File: src/shared/vab_pkg.sv
// Constants for the video adjust register bank
package vab_pkg;
  // Two-wire slave address and direction bit
  localparam logic [6:0] VAB_SLAVE_ADDR  = 7'h44;
  localparam logic       VAB_DIR_WRITE   = 1'b0;
  // Subaddress map
  localparam logic [7:0] VAB_SUB_CTRL    = 8'h00;
  localparam logic [7:0] VAB_SUB_BRIGHT  = 8'h01;
  localparam logic [7:0] VAB_SUB_CONTR   = 8'h02;
  localparam logic [7:0] VAB_SUB_OVLCON  = 8'h03;
  localparam logic [7:0] VAB_SUB_GAIN1   = 8'h04;
  localparam logic [7:0] VAB_SUB_GAIN2   = 8'h05;
  localparam logic [7:0] VAB_SUB_GAIN3   = 8'h06;
  localparam logic [7:0] VAB_SUB_BLACK1  = 8'h07;
  localparam logic [7:0] VAB_SUB_BLACK2  = 8'h08;
  localparam logic [7:0] VAB_SUB_BLACK3  = 8'h09;
  localparam logic [7:0] VAB_SUB_UNUSED0 = 8'h0a;
  localparam logic [7:0] VAB_SUB_UNUSED1 = 8'h0e;
  localparam logic [7:0] VAB_SUB_TEST    = 8'h0f;
  localparam int         VAB_NUM_REGS    = 10;
  // Control register field positions
  localparam int         VAB_PED_BIT     = 0;
  localparam int         VAB_OVL_BIT     = 1;
  localparam int         VAB_VID_BIT     = 2;
  localparam int         VAB_FEEDBACK_POLARITY_SEL_BIT    = 3;
  // Field widths
  localparam int         VAB_LEVEL_W     = 6;
  localparam int         VAB_OVLCON_W    = 4;
  localparam int         VAB_REF_W       = 8;
  // Reset value and bit count per byte
  localparam logic [7:0] VAB_RESET_VAL   = 8'h00;
  localparam logic [3:0] VAB_BYTE_BITS   = 4'h8;
  // Kept bits of each register, don't-care bits stored as zero
  localparam logic [7:0] VAB_WMASK [0:9] = '{8'h0f, 8'h3f, 8'h3f, 8'h0f, 8'h3f,
                                             8'h3f, 8'h3f, 8'hff, 8'hff, 8'hff};
  // Receiver states
  typedef enum logic [2:0] {VAB_ST_IDLE, VAB_ST_ADDR, VAB_ST_SUB, VAB_ST_DATA, VAB_ST_IGNORE} vab_state_t;
endpackage : vab_pkg

File: src/rtl/vab_video_adjust_bank.sv
// Video adjust register bank with two-wire write-only slave
//
// How it works
// [RULE1] Control byte at 00H holds four mode bits
// [RULE2] Pedestal bit one enables pedestal blanking
// [RULE3] Brightness, contrast six bits; overlay contrast four
// [RULE4] Three six-bit channel gains at 04H-06H
// [RULE5] Three full-byte black references at 07H-09H
// [RULE6] Subaddresses 0AH-0EH change nothing
// [RULE7] Master avoids test subaddress 0FH
// [RULE8] Data bit zero is setting LSB
// [RULE9] Reset clears every register to zero
// [RULE10] Master writes zero into don't-care bits; bench does so only in its first burst, then sends random bits
// [RULE11] Write-only slave at address 1000100, acked
// [RULE12] Subaddress auto-increments 00H-09H, wraps to 00H
// [RULE13] Above 0FH: acknowledge, no increment, no write
// [RULE14] Register updates only after whole byte
`timescale 1ns/100ps
module vab_video_adjust_bank (
  input  wire logic                              I_CLK,
  input  wire logic                              I_NRST,
  input  wire logic                              I_SCL,
  input  wire logic                              I_SDA,
  output wire logic                              O_SDA,
  output wire logic                              O_SDA_OE_N,
  output wire logic                              O_FEEDBACK_POLARITY_SEL,
  output wire logic                              O_VIDEO_DISABLE,
  output wire logic                              O_OVERLAY_DISABLE,
  output wire logic                              O_PEDESTAL_BLANK_EN,
  output wire logic [vab_pkg::VAB_LEVEL_W-1:0]   O_BRIGHTNESS_LEVEL,
  output wire logic [vab_pkg::VAB_LEVEL_W-1:0]   O_CONTRAST_LEVEL,
  output wire logic [vab_pkg::VAB_OVLCON_W-1:0]  O_OVERLAY_CONTRAST_LEVEL,
  output wire logic [vab_pkg::VAB_LEVEL_W-1:0]   O_GAIN_CH1,
  output wire logic [vab_pkg::VAB_LEVEL_W-1:0]   O_GAIN_CH2,
  output wire logic [vab_pkg::VAB_LEVEL_W-1:0]   O_GAIN_CH3,
  output wire logic [vab_pkg::VAB_REF_W-1:0]     O_BLACK_REF_CH1,
  output wire logic [vab_pkg::VAB_REF_W-1:0]     O_BLACK_REF_CH2,
  output wire logic [vab_pkg::VAB_REF_W-1:0]     O_BLACK_REF_CH3,
  output wire logic [7:0]                        O_PRODUCTION_TEST
);
  import vab_pkg::*;

  // True for the auto-incrementing alignment range
  function automatic logic is_bank(input logic [7:0] sub);
    is_bank = (sub <= VAB_SUB_BLACK3);
  endfunction : is_bank

  vab_state_t  state;
  vab_state_t  next_state;
  logic        scl_prev;
  logic        sda_prev;
  logic [7:0]  shift_reg;
  logic [3:0]  bit_cnt;
  logic        in_ack;
  logic        sda_oe_n;
  logic [7:0]  sub_addr;
  logic [7:0]  next_sub;
  logic [7:0]  regs [0:VAB_NUM_REGS-1];
  logic [7:0]  test_reg;

  // Bus condition decode
  wire         scl_rise    = I_SCL & ~scl_prev;
  wire         scl_fall    = ~I_SCL & scl_prev;
  wire         start_det   = I_SCL & scl_prev & sda_prev & ~I_SDA;
  wire         stop_det    = I_SCL & scl_prev & ~sda_prev & I_SDA;
  wire         receiving   = (state == VAB_ST_ADDR) || (state == VAB_ST_SUB) || (state == VAB_ST_DATA);
  wire         byte_done   = scl_fall & ~in_ack & receiving & (bit_cnt == VAB_BYTE_BITS) & ~start_det; // RULE14
  wire         addr_match  = (shift_reg[7:1] == VAB_SLAVE_ADDR) && (shift_reg[0] == VAB_DIR_WRITE); // RULE11
  wire         ack_ok      = (state != VAB_ST_ADDR) || addr_match; // RULE11 RULE13
  wire         data_byte   = byte_done && (state == VAB_ST_DATA);
  wire         wr_en       = data_byte && is_bank(sub_addr); // RULE6 RULE13
  wire         test_wr     = data_byte && (sub_addr == VAB_SUB_TEST);
  wire [3:0]   wr_idx      = sub_addr[3:0];
  wire [7:0]   wr_val      = shift_reg & VAB_WMASK[wr_idx]; // RULE1 RULE3 RULE4 RULE5 RULE8
  wire [79:0]  regs_flat   = {regs[0], regs[1], regs[2], regs[3], regs[4],
                              regs[5], regs[6], regs[7], regs[8], regs[9]};

  // Next state after a completed byte
  always_comb begin
    next_state = state;
    if (byte_done) begin
      case (state)
        VAB_ST_ADDR: next_state = addr_match ? VAB_ST_SUB : VAB_ST_IGNORE; // RULE11
        VAB_ST_SUB:  next_state = VAB_ST_DATA;
        VAB_ST_DATA: next_state = VAB_ST_DATA;
        default:     next_state = state;
      endcase
    end
  end

  // Subaddress pointer update with wrap
  always_comb begin
    next_sub = sub_addr;
    if (byte_done && (state == VAB_ST_SUB)) begin
      next_sub = shift_reg;
    end else if (wr_en) begin
      next_sub = (sub_addr == VAB_SUB_BLACK3) ? VAB_SUB_CTRL : 8'(sub_addr + 8'h01); // RULE12
    end
  end

  // Bus sampling history
  always_ff @(posedge I_CLK) begin
    if (!I_NRST) begin
      scl_prev <= 1'b1;
      sda_prev <= 1'b1;
    end else begin
      scl_prev <= I_SCL;
      sda_prev <= I_SDA;
    end
  end

  // Receiver state, bit counter and pointer
  always_ff @(posedge I_CLK) begin
    if (!I_NRST) begin
      state    <= VAB_ST_IDLE;
      bit_cnt  <= 4'h0;
      in_ack   <= 1'b0;
      sub_addr <= VAB_RESET_VAL;
    end else if (start_det) begin
      state   <= VAB_ST_ADDR;
      bit_cnt <= 4'h0;
      in_ack  <= 1'b0;
    end else if (stop_det) begin
      state  <= VAB_ST_IDLE;
      in_ack <= 1'b0;
    end else begin
      state    <= next_state;
      sub_addr <= next_sub;
      if (byte_done) begin
        in_ack  <= 1'b1;
        bit_cnt <= 4'h0;
      end else if (scl_fall && in_ack) begin
        in_ack <= 1'b0;
      end else if (scl_rise && receiving && !in_ack && bit_cnt != VAB_BYTE_BITS) begin
        bit_cnt <= 4'(bit_cnt + 4'h1);
      end
    end
  end

  // Serial shift, MSB first
  always_ff @(posedge I_CLK) begin
    if (!I_NRST) begin
      shift_reg <= 8'h00;
    end else if (scl_rise && receiving && !in_ack) begin
      shift_reg <= {shift_reg[6:0], I_SDA};
    end
  end

  // Acknowledge drive, released on the next falling clock
  always_ff @(posedge I_CLK) begin
    if (!I_NRST) begin
      sda_oe_n <= 1'b1;
    end else if (start_det || stop_det) begin
      sda_oe_n <= 1'b1;
    end else if (byte_done) begin
      sda_oe_n <= ~ack_ok; // RULE11 RULE13
    end else if (scl_fall && in_ack) begin
      sda_oe_n <= 1'b1;
    end
  end

  // Alignment and control storage
  always_ff @(posedge I_CLK) begin
    if (!I_NRST) begin
      for (int i = 0; i < VAB_NUM_REGS; i++) begin
        regs[i] <= VAB_RESET_VAL; // RULE9
      end
    end else if (wr_en) begin
      regs[wr_idx] <= wr_val; // RULE14
    end
  end

  // Production test byte
  always_ff @(posedge I_CLK) begin
    if (!I_NRST) begin
      test_reg <= VAB_RESET_VAL; // RULE9
    end else if (test_wr) begin
      test_reg <= shift_reg;
    end
  end

  // Output mapping from storage flops
  assign O_SDA                    = 1'b0;
  assign O_SDA_OE_N               = sda_oe_n;
  assign O_FEEDBACK_POLARITY_SEL  = regs[0][VAB_FEEDBACK_POLARITY_SEL_BIT];
  assign O_VIDEO_DISABLE          = regs[0][VAB_VID_BIT];
  assign O_OVERLAY_DISABLE        = regs[0][VAB_OVL_BIT];
  assign O_PEDESTAL_BLANK_EN      = regs[0][VAB_PED_BIT]; // RULE2
  assign O_BRIGHTNESS_LEVEL       = regs[1][VAB_LEVEL_W-1:0];
  assign O_CONTRAST_LEVEL         = regs[2][VAB_LEVEL_W-1:0];
  assign O_OVERLAY_CONTRAST_LEVEL = regs[3][VAB_OVLCON_W-1:0];
  assign O_GAIN_CH1               = regs[4][VAB_LEVEL_W-1:0];
  assign O_GAIN_CH2               = regs[5][VAB_LEVEL_W-1:0];
  assign O_GAIN_CH3               = regs[6][VAB_LEVEL_W-1:0];
  assign O_BLACK_REF_CH1          = regs[7];
  assign O_BLACK_REF_CH2          = regs[8];
  assign O_BLACK_REF_CH3          = regs[9];
  assign O_PRODUCTION_TEST        = test_reg;
endmodule : vab_video_adjust_bank

File: config.mk
export PLATFORM = sky130hd
export DESIGN_NAME = vab_video_adjust_bank
export DESIGN_NICKNAME = d
export VERILOG_FILES = /design/src/shared/vab_pkg.sv /design/src/rtl/vab_video_adjust_bank.sv
export SDC_FILE = /design/constraint.sdc
export NUM_CORES = 1
export LEC_CHECK = 0
export BUFFER_PORTS_ARGS = -buffer_cell sky130_fd_sc_hd__buf_2
export CAP_MARGIN = 0
export CORE_UTILIZATION = 45
export CTS_CLUSTER_DIAMETER = 120
export CTS_CLUSTER_SIZE = 12
export DETAILED_ROUTE_END_ITERATION = 8
export PLACE_DENSITY = 0.7
export SETUP_SLACK_MARGIN = 0.3
export SKIP_CTS_REPAIR_TIMING = 1
export SLEW_MARGIN = 25
export SYNTH_ARGS = -nofsm -noshare
export SYNTH_HDL_FRONTEND = slang
export SYNTH_SLANG_ARGS = --single-unit
File: constraint.sdc
create_clock -name I_CLK -period 2.9 [get_ports I_CLK]
set_clock_uncertainty 0.15 [all_clocks]
set_input_delay 0.725 -clock I_CLK [delete_from_list [all_inputs] [get_ports I_CLK]]
set_output_delay 0.725 -clock I_CLK [all_outputs]
set_load 0.005 [all_outputs]
==> results by group, run 1 <==
Yosys
  • Gate Count Post-Synth: 385
  • Main synth FF type: edfxtp_1
  • Post-synth cell types: 51
  • Synthesized cell area: 4330 µm²
  • YS warnings: 0
  • Post-synthesis sequential area ratio: 0.591
  • Syn_nets: 395
  • FF+latch count, synth: 97
  • Post-synth EDFFs: 62
  • Synth async-reset ratio: 0
  • Syn avg cell area: 11.3 µm²

Pwr
  • PD cells: 496 nW/µm²
  • Leakage: 1.97 nW
  • Total power: 0.00254 W
  • Max rail drop VDD: 0.000248 V

Timing
  • Final Cycle Share: 0.855
  • Unrepaired setup endpoints after global routing: false
  • Max-slew headroom: 0.585
  • Setup Viol. Count Final: 0
  • F_max: 0.403 GHz
  • Final Hold Viols: 0
  • Min Tclk post-route: 2.48 ns
  • Setup TNS: 0 ns
  • Fin. max-slew vios: 0
  • Slew @ Worst Pin: 0.622 ns

Setup path
  • Required time worst endpoint: 2.83 ns
  • CP Launch Type: register
  • Crit Path Class: reg -> reg
  • Reg-to-reg startpoint: sub_addr[4]
  • Crit-path max FO: 8
  • Cells on worst reg2reg path: 6
  • FF-to-FF End: regs[5][5]
  • Element type at the critical path end: register
  • CP arrival: 2.41 ns
  • Register-to-register setup slack: 0.42 ns

Layout
  • Fillers: 839
  • Multi-input gate area: 1660 µm²
  • Share of cells above drive strength 1: 0.269
  • Commonest non-fill, non-tap cell in the layout: buf_2
  • Sequential standard cell area: 2560 µm²
  • Largest register FFs: 62
  • Top reg by flops: regs
  • Ant diodes: 0
  • Area Growth Syn to Fin: 18.0%
  • Most frequent cells in the layout: buf_2 (74), edfxtp_1 (62), and2_1 (43)
  • Final nets: 474

Hold path
  • Hold Startpoint: O_PRODUCTION_TEST[7]
  • Worst hold stages: 2
  • Worst Hold End: O_PRODUCTION_TEST[7]
  • Hold Crit Class: reg -> reg

Floorplan
  • Initial Util: 0.467
  • Row count: 35
  • Die width: 100 µm
  • # IOs: 76
  • Die H: 100 µm
  • Die area: 10,000 µm²
  • Core area: 9280 µm²

Clock network
  • H-tree levels: 3
  • TritonCTS clock tree: yes
  • Clk root buf: clkbuf_8
  • CTS buffer count: 9
  • Clock Sink Count: 97
  • Worst-path clk slew: 0.09 ns
  • Max clock buf depth: 2
  • Worst skew pair latency: 0.37 ns

Global route
  • Grt total ovfl: 0
  • GRT Util Overall: 0.195
  • Vias in the first global route: 3,057
  • Largest net degree at the start of global routing: 21
  • First-pass GRT wire length: 15,000 µm
  • Initial antenna violation count: 0

Route
  • Drc violations: 0
  • Antenna Nets Post-Route: 0
  • DR WL/cell: 15.6 µm
  • DRT Pass-1 Iters: 4
  • DR vias: 3,171
  • WL final: 9350 µm
  • Vias/cell: 5.30
  • Starting DRT DRC Count: 183

Place
  • Port Buffers: 74
  • Placer Congestion: 0.899
  • DP HPWL: 6640 µm

Outcome
  • Outcome: finished clean

Job
  • Max cap viols: 0
[Yosys cell counts, drive strengths merged (2+ instances only)]
| cell type | number | area share |
|---|---|---|
| buf | 4 | 0.0069 |
| nor2 | 30 | 0.026 |
| clkbuf | 19 | 0.016 |
| nor4 | 8 | 0.021 |
| a31oi | 4 | 0.0058 |
| nand2 | 17 | 0.015 |
| or4 | 4 | 0.0078 |
| nor3 | 5 | 0.0058 |
| a21o | 2 | 0.0035 |
| o21ai | 21 | 0.024 |
| and3 | 9 | 0.013 |
| nor2b | 6 | 0.0087 |
| or2 | 2 | 0.0029 |
| nand4b | 4 | 0.0081 |
| and2 | 43 | 0.062 |
| ha | 6 | 0.017 |
| inv | 8 | 0.0069 |
| mux2i | 9 | 0.021 |
| a311oi | 3 | 0.0061 |
| a21oi | 20 | 0.023 |
| and4 | 5 | 0.010 |
| nand3 | 23 | 0.028 |
| nand4 | 8 | 0.014 |
| edfxtp | 62 | 0.43 |
| o31ai | 4 | 0.0069 |
| nand2b | 7 | 0.010 |
| dfxtp | 35 | 0.16 |
| or3b | 2 | 0.0040 |
[metal layers]
metal / global-route usage / part of all wire / vias up
met5: 0 / 0 / -
met4: 0.0792 / 0.021 / 0
met3: 0.0355 / 0.060 / 17
met2: 0.311 / 0.47 / 108
met1: 0.263 / 0.45 / 1481
li1: - / - / 1565
[cell families after synthesis]
kind of cell / after synthesis / synth area share
and+or+nand+nor: 179 / 0.249
DFF: 97 / 0.591
AOI/OAI and AO/OA: 61 / 0.0878
buffers and inverters: 31 / 0.0303
muxes: 9 / 0.0208
adders and majority gates: 6 / 0.0173
other: 1 / 0.000865
xor gates and xnor gates: 1 / 0.00202
[power by group]
group / internal [W] / switching (W) / leakage [nW] / total, W
Sequential: 0.00151 / 0.0000146 / 0.871 / 0.00152
Clock: 0.000406 / 0.000483 / 0.0983 / 0.000889
Combinational: 0.0000517 / 0.0000744 / 1.00 / 0.000126
[worst max-delay path, stage by stage, from the launching register on]
cell	delay [ns]
dfxtp_1	0.33
or4_4	0.59
nor4_4	0.41
buf_4	0.21
nand3_2	0.16
o21ai_1	0.17
buf_4	0.17
[through the flow]
step | utilization | cells | setup WS (ns) | hold slack [ns] | cell area (µm²)
after floorplan | - | 385 | 0.290 | 0.300 | 4360
after global placement | 0.529 | 582 | 0.180 | 0.319 | 4910
after detailed placement | 0.529 | 582 | 0.162 | 0.317 | 4910
after CTS | 0.551 | 598 | 0.410 | 0.337 | 5110
after global routing | 0.551 | 598 | 0.301 | 0.349 | 5110
final | 0.551 | 598 | 0.420 | 0.335 | 5110
[cell type report]
cell class,count,area share
Clock inverter,7,0.0149
Inverter,8,0.00587
Tap cell,129,0.0316
Sequential cell,97,0.501
Multi-Input combinational cell,257,0.325
Timing Repair Buffer,91,0.0974
Clock buffer,9,0.0242
[worst max-delay path by stage]
| stage | startpoint | to | slack (ns) | cells after the start |
|---|---|---|---|---|
| 2_1_floorplan | I_SCL | regs[4][0] | 0.29 | 5 |
| 3_3_place_gp | I_SCL | regs[6][4] | 0.18 | 7 |
| 3_5_place_dp | I_SCL | regs[5][3] | 0.16 | 7 |
| 4_1_cts | sub_addr[0] | regs[3][2] | 0.41 | 7 |
| 5_1_grt | sub_addr[4] | regs[5][3] | 0.30 | 5 |
| 6_report | sub_addr[4] | regs[5][5] | 0.42 | 6 |
No activity file was read; power rests on OpenSTA's default activity.
==> run 2, diff against run 1 <==
--- a/config.mk
+++ b/config.mk
@@ -7,11 +7,13 @@
 export LEC_CHECK = 0
 export BUFFER_PORTS_ARGS = -buffer_cell sky130_fd_sc_hd__buf_2
 export CAP_MARGIN = 0
-export CORE_UTILIZATION = 45
+export CELL_PAD_IN_SITES_DETAIL_PLACEMENT = 1
+export CELL_PAD_IN_SITES_GLOBAL_PLACEMENT = 2
+export CORE_UTILIZATION = 33
 export CTS_CLUSTER_DIAMETER = 120
 export CTS_CLUSTER_SIZE = 12
 export DETAILED_ROUTE_END_ITERATION = 8
-export PLACE_DENSITY = 0.7
+export PLACE_DENSITY = 0.77
 export SETUP_SLACK_MARGIN = 0.3
 export SKIP_CTS_REPAIR_TIMING = 1
 export SLEW_MARGIN = 25
==> results by group, run 2 (synthesized netlist as in run 1, its figures left out) <==
Outcome
  • Outcome: finished clean

Layout
  • Share of cells above drive strength 1: 0.264 (-0.00426)
  • Fillers: 1,420 (+69%)
  • Commonest non-fill, non-tap cell in the layout: buf_2
  • Post-layout util: 0.413 (-0.138)
  • Area Growth Syn to Fin: 21.3%
  • Largest register FFs: 62 (unchanged)
  • Fin cells: 641 (+7.2%)
  • Ant diodes: 0 (unchanged)
  • Most frequent cells in the layout: buf_2 (74), edfxtp_1 (62), and2_1 (43)
  • Final nets: 474 (unchanged)
  • Top reg by flops: regs

Timing
  • Setup Viol. Count Final: 0 (unchanged)
  • Slew @ Worst Pin: 0.721 ns (+0.0995 ns)
  • Unrepaired setup endpoints after global routing: false
  • Min Tclk post-route: 2.47 ns (-0.0140 ns)
  • Max-slew headroom: 0.519 (-0.0664)
  • Setup TNS: 0 ns (unchanged)
  • Final WS setup: 0.434 ns (+0.0140 ns)
  • Final Cycle Share: 0.850 (-0.00484)
  • Final Hold Viols: 0 (unchanged)
  • F_max: 0.406 GHz (+0.57%)
  • Fin. max-slew vios: 0 (unchanged)

Route
  • DR vias: 3,186 (+0.47%)
  • WL final: 11,000 µm (+17%)
  • DRT Pass-1 Iters: 4 (unchanged)
  • DR WL/cell: 17.1 µm (+9.4%)
  • Starting DRT DRC Count: 229 (+25%)
  • Vias/cell: 4.97 (-6.3%)
  • Antenna Nets Post-Route: 0 (unchanged)
  • Drc violations: 0 (unchanged)

Setup path
  • Crit-path cells: or4_4 > nor4_4 > buf_4 > nand3_2 > o21ai_1 > buf_4
  • Top delay family on crit path: simple AND/OR/NAND/NOR gates
  • Worst path most repeated cell: buf_4
  • CP Launch Type: register
  • Crit path largest cell delay: 0.59 ns (about the same)
  • WP buf/inv: 2 (unchanged)
  • Crit-path max FO: 8 (unchanged)
  • Required time worst endpoint: 2.81 ns (-0.02 ns)
  • Slowest cell on crit path: or4_4
  • CP arrival: 2.38 ns (-0.03 ns)
  • Element type at the critical path end: register
  • Crit Path Class: reg -> reg

Global route
  • Vias in the first global route: 3,240 (+6.0%)
  • First-pass GRT wire length: 17,200 µm (+14%)
  • Grt met2 use: 0.301 (-0.0108)
  • Grt total ovfl: 0 (unchanged)
  • Most used routing layer: met2
  • Met3 usage: 0.0259 (-0.00957)
  • Initial antenna violation count: 0 (unchanged)
  • Largest net degree at the start of global routing: 21 (unchanged)
  • Met1 GRT Util: 0.206 (-0.0568)
  • GRT Util Overall: 0.171 (-0.0236)

Hold path
  • Hold Crit Class: reg -> reg

Clock network
  • Worst skew pair latency: 0.35 ns (-0.02 ns)
  • Worst-path clk slew: 0.06 ns (-0.03 ns)
  • Clk root buf: clkbuf_16
  • CTS buffer count: 9 (unchanged)
  • Max clock buf depth: 2 (unchanged)
  • H-tree levels: 3 (unchanged)
  • Clock Sink Count: 97 (unchanged)
  • TritonCTS clock tree: yes

Floorplan
  • Row count: 41 (+17%)
  • Initial Util: 0.341 (-0.126)
  • Core area: 12,700 µm² (+37%)
  • Die area: 13,600 µm² (+36%)
  • Die width: 117 µm (+16%)
  • # IOs: 76 (unchanged)
  • Die H: 117 µm (+16%)

Job
  • Max cap viols: 0 (unchanged)

Place
  • Placed cell count: 625 (+7.4%)
  • Placer Congestion: 0.754 (-16%)
  • DP HPWL: 7910 µm (+19%)
  • Port Buffers: 74 (unchanged)
  • DP Worst Slack: 0.127 ns (-0.0347 ns)

Pwr
  • PD cells: 535 nW/µm² (+7.8%)
  • Leakage: 2.00 nW (+1.6%)
  • Max rail drop VDD: 0.000239 V (-4.0%)
run 2: area by class of cell:
| class | instances | area [µm²] | area share |
|---|---|---|---|
| sequential | 97 | 2560 | 0.488 |
| clock buffer | 12 | 236 | 0.0450 |
| multi-input combinational | 257 | 1670 | 0.317 |
| tap | 172 | 215 | 0.0410 |
| clock inverter | 4 | 43.8 | 0.00833 |
| timing repair buffer | 91 | 498 | 0.0948 |
| inverter | 8 | 30.0 | 0.00571 |
run 2: worst paths after layout:
kind / startpoint / to / slack, ns / cells past startpoint
setup / recovery: sub_addr[4] / regs[4][2] / 0.43 / 6
hold / removal: O_PRODUCTION_TEST[6] / O_PRODUCTION_TEST[6] / 0.33 / 2
setup reg to reg: sub_addr[4] / regs[4][2] / 0.43 / 6
hold reg to reg: O_PRODUCTION_TEST[6] / O_PRODUCTION_TEST[6] / 0.33 / 2
run 2: layer usage:
metal  routed length, µm  part of all wire
met5                   0                 0
met4                 225             0.021
met2                5520              0.50
met1                4880              0.44
met3                 338             0.031
run 2: power breakdown:
group	internal, W	switching, W
Combinational	0.0000517	0.0000766
Clock	0.000662	0.000494
Sequential	0.00151	0.0000157
Total	0.00222	0.000587
run 2: metrics by stage:
step	area [µm²]	power (W)	hold WS [ns]
after floorplan	4360	0.00161	0.300
after global placement	4970	0.00168	0.314
after detailed placement	4970	0.00169	0.326
after CTS	5250	0.00284	0.336
after global routing	5260	0.00291	0.362
final	5260	0.00281	0.331
run 2: tightest hold or removal path, delay by kind of cell, from the launching register on:
kind	cells	cell delay, ns
DFF	1	0.31
AOI/OAI and AO/OA	2	0.12
==> run 3, diff against run 2 <==
--- a/config.mk
+++ b/config.mk
@@ -5,15 +5,16 @@
 export SDC_FILE = /design/constraint.sdc
 export NUM_CORES = 1
 export LEC_CHECK = 0
+export ABC_AREA = 1
 export BUFFER_PORTS_ARGS = -buffer_cell sky130_fd_sc_hd__buf_2
 export CAP_MARGIN = 0
 export CELL_PAD_IN_SITES_DETAIL_PLACEMENT = 1
 export CELL_PAD_IN_SITES_GLOBAL_PLACEMENT = 2
-export CORE_UTILIZATION = 33
+export CORE_UTILIZATION = 31
 export CTS_CLUSTER_DIAMETER = 120
-export CTS_CLUSTER_SIZE = 12
+export CTS_CLUSTER_SIZE = 14
 export DETAILED_ROUTE_END_ITERATION = 8
-export PLACE_DENSITY = 0.77
+export PLACE_DENSITY = 0.76
 export SETUP_SLACK_MARGIN = 0.3
 export SKIP_CTS_REPAIR_TIMING = 1
 export SLEW_MARGIN = 25
==> results by group, run 3 <==
Outcome
  • Outcome: finished clean

Yosys
  • Synth top cells by count: nor2_1 (74), nand2_1 (67), edfxtp_1 (62), inv_1 (50), dfxtp_1 (35)
  • Yosys top cell area share: 0.446 (+0.0161)
  • Post-synthesis sequential area ratio: 0.614 (+0.0221)
  • Synth async-reset ratio: 0 (unchanged)
  • FF+latch count, synth: 97 (unchanged)
  • Most common cell in the netlist: nor2_1
  • Synthesized cell area: 4180 µm² (-3.6%)
  • Post-synth EDFFs: 62 (unchanged)
  • Synth area leaders: edfxtp_1 (45%), dfxtp_1 (17%), nor2_1 (6.7%)
  • Main synth FF type: edfxtp_1
  • Syn_nets: 438 (+11%)
  • Gate Count Post-Synth: 428 (+11%)
  • Syn avg cell area: 9.76 µm² (-13%)
  • Post-synth cell types: 31 (-39%)
  • YS warnings: 0 (unchanged)
  • Area leader, netlist: edfxtp_1

Layout
  • Multi-input gate area: 1340 µm² (-20%)
  • Largest register FFs: 62 (unchanged)
  • Cell area after layout: 5060 µm² (-3.6%)
  • Area Growth Syn to Fin: 21.3% (about the same)
  • Sequential standard cell area: 2560 µm² (about the same)
  • Fin cells: 691 (+7.8%)
  • Final nets: 520 (+9.7%)
  • Most frequent cells in the layout: nor2_1 (74), buf_2 (74), nand2_1 (65)
  • Top reg by flops: regs
  • Ant diodes: 0 (unchanged)
  • Share of cells above drive strength 1: 0.252 (-0.0120)
  • Fillers: 1,550 (+9.2%)

Floorplan
  • # IOs: 76 (unchanged)
  • Die area: 13,900 µm² (+2.6%)
  • Core area: 13,200 µm² (+3.7%)
  • Die H: 118 µm (+1.3%)
  • Die width: 118 µm (+1.3%)
  • Initial Util: 0.317 (-0.0239)
  • Row count: 42 (+2.4%)

Route
  • DRT Pass-1 Iters: 4 (unchanged)
  • DR WL/cell: 15.5 µm (-9.6%)
  • Drc violations: 0 (unchanged)
  • WL final: 10,700 µm (-2.6%)
  • Starting DRT DRC Count: 145 (-37%)
  • DR vias: 3,203 (+0.53%)
  • Vias/cell: 4.64 (-6.7%)
  • Antenna Nets Post-Route: 0 (unchanged)

Timing
  • Final Cycle Share: 0.808 (-0.0418)
  • Unrepaired setup endpoints after global routing: false
  • Slew @ Worst Pin: 0.607 ns (-0.114 ns)
  • Max-slew headroom: 0.592 (+0.0731)
  • Min Tclk post-route: 2.34 ns (-0.121 ns)
  • Fin. max-slew vios: 0 (unchanged)
  • Setup TNS: 0 ns (unchanged)
  • F_max: 0.427 GHz (+5.2%)
  • Setup Viol. Count Final: 0 (unchanged)
  • Final Hold Viols: 0 (unchanged)

Clock network
  • Worst-path clk slew: 0.07 ns (about the same)
  • TritonCTS clock tree: yes
  • Clock Sink Count: 97 (unchanged)
  • Worst skew pair latency: 0.35 ns (about the same)
  • Clk root buf: clkbuf_16
  • H-tree levels: 3 (unchanged)
  • CTS buffer count: 9 (unchanged)
  • Max clock buf depth: 2 (unchanged)

Place
  • Cell Area, Placed: 4770 µm² (-3.9%)
  • Placed cell count: 675 (+8.0%)
  • Placer Congestion: 0.836 (+11%)
  • DP HPWL: 8130 µm (+2.8%)
  • Port Buffers: 74 (unchanged)

Pwr
  • PD cells: 552 nW/µm² (+3.2%)
  • Max rail drop VDD: 0.000244 V (+2.3%)
  • Leakage: 2.09 nW (+4.4%)

Global route
  • Largest net degree at the start of global routing: 22 (+4.8%)
  • GRT Util Overall: 0.166 (-0.00511)
  • Vias in the first global route: 3,363 (+3.8%)
  • Grt total ovfl: 0 (unchanged)
  • Initial antenna violation count: 0 (unchanged)
  • First-pass GRT wire length: 17,800 µm (+3.3%)

Job
  • Max cap viols: 0 (unchanged)

Setup path
  • CP arrival: 2.23 ns (-0.15 ns)
  • Element type at the critical path end: register
  • Required time worst endpoint: 2.79 ns (-0.02 ns)
  • Crit path largest cell delay: 0.32 ns (-0.27 ns)
  • Crit Path Class: reg -> reg
  • CP Launch Type: register
  • Crit-path max FO: 7 (-1)
  • Crit-path cells: inv_1 > ha_1 > nand2_1 > nor2_2 > nand3_2 > inv_1 > nand2_1 > nor2_2 > nand3_1 > nand2_1
  • Worst path most repeated cell: nand2_1
  • Slowest cell on crit path: dfxtp_1

Hold path
  • Hold Crit Class: reg -> reg
==> run 3: changes by cell type after synthesis, sizes merged, moves of 9 or more <==
cell and delta:
clkbuf -12, mux2i -9, nand2 +50, inv +45, and3 -9, nor2 +48, and2 -43, nor3 +30
==> run 3: stage by stage <==
stage	total power, W	worst slack (ns)	utilization	hold slack, ns
after floorplan	0.00161	0.409	-	0.289
after global placement	0.00167	0.365	0.362	0.300
after detailed placement	0.00168	0.250	0.362	0.303
after CTS	0.00283	0.490	0.384	0.315
after global routing	0.00289	0.318	0.384	0.340
final	0.00280	0.555	0.384	0.312
==> run 3: power breakdown <==
part | switching, W | internal [W]
Sequential | 0.0000181 | 0.00151
Combinational | 0.0000695 | 0.0000454
Clock | 0.000554 | 0.000598
Total | 0.000641 | 0.00215
==> run 3: area by class of cell <==
cell class                      count  area share
Inverter                           54      0.0400
Timing Repair Buffer               85      0.0894
Clock inverter                      7      0.0119
Multi-Input combinational cell    263       0.265
Tap cell                          176      0.0435
Sequential cell                    97       0.506
Clock buffer                        9      0.0445
==> run 3: path summary, 6_finish.rpt <==
kind	from	to	slack (ns)	cells after the start
worst max register to register	bit_cnt[0]	regs[5][3]	0.56	10
worst max-delay path	bit_cnt[0]	regs[5][3]	0.56	10
worst min-delay path	sub_addr[7]	sub_addr[7]	0.31	2
worst min register to register	sub_addr[7]	sub_addr[7]	0.31	2
==> run 3: cell families (layout without fill, tap and decap cells) <==
| family | Yosys count | in the layout | share of synthesized area |
|---|---|---|---|
| AO/OA/AOI/OAI | 48 | 48 | 0.0602 |
| adder cells (fa/ha/maj) | 6 | 6 | 0.0180 |
| buffers and inverters | 68 | 155 | 0.0665 |
| flip-flops | 97 | 97 | 0.614 |
| other | 1 | 1 | 0.000898 |
| AND/OR/NAND/NOR | 208 | 208 | 0.241 |
==> run 3: critical path: cells and delay by family (launching register included) <==
kind | cells | cell delay (ns)
AND/OR/NAND/NOR | 7 | 1.16
flip-flops | 1 | 0.32
buffers and inverters | 2 | 0.21
adder cells (fa/ha/maj) | 1 | 0.19
==> run 3: metal layers <==
metal / track usage / wire, µm
met2: 0.296 / 5320
met4: 0.0593 / 184
met5: 0 / 0
met3: 0.0329 / 343
met1: 0.197 / 4840
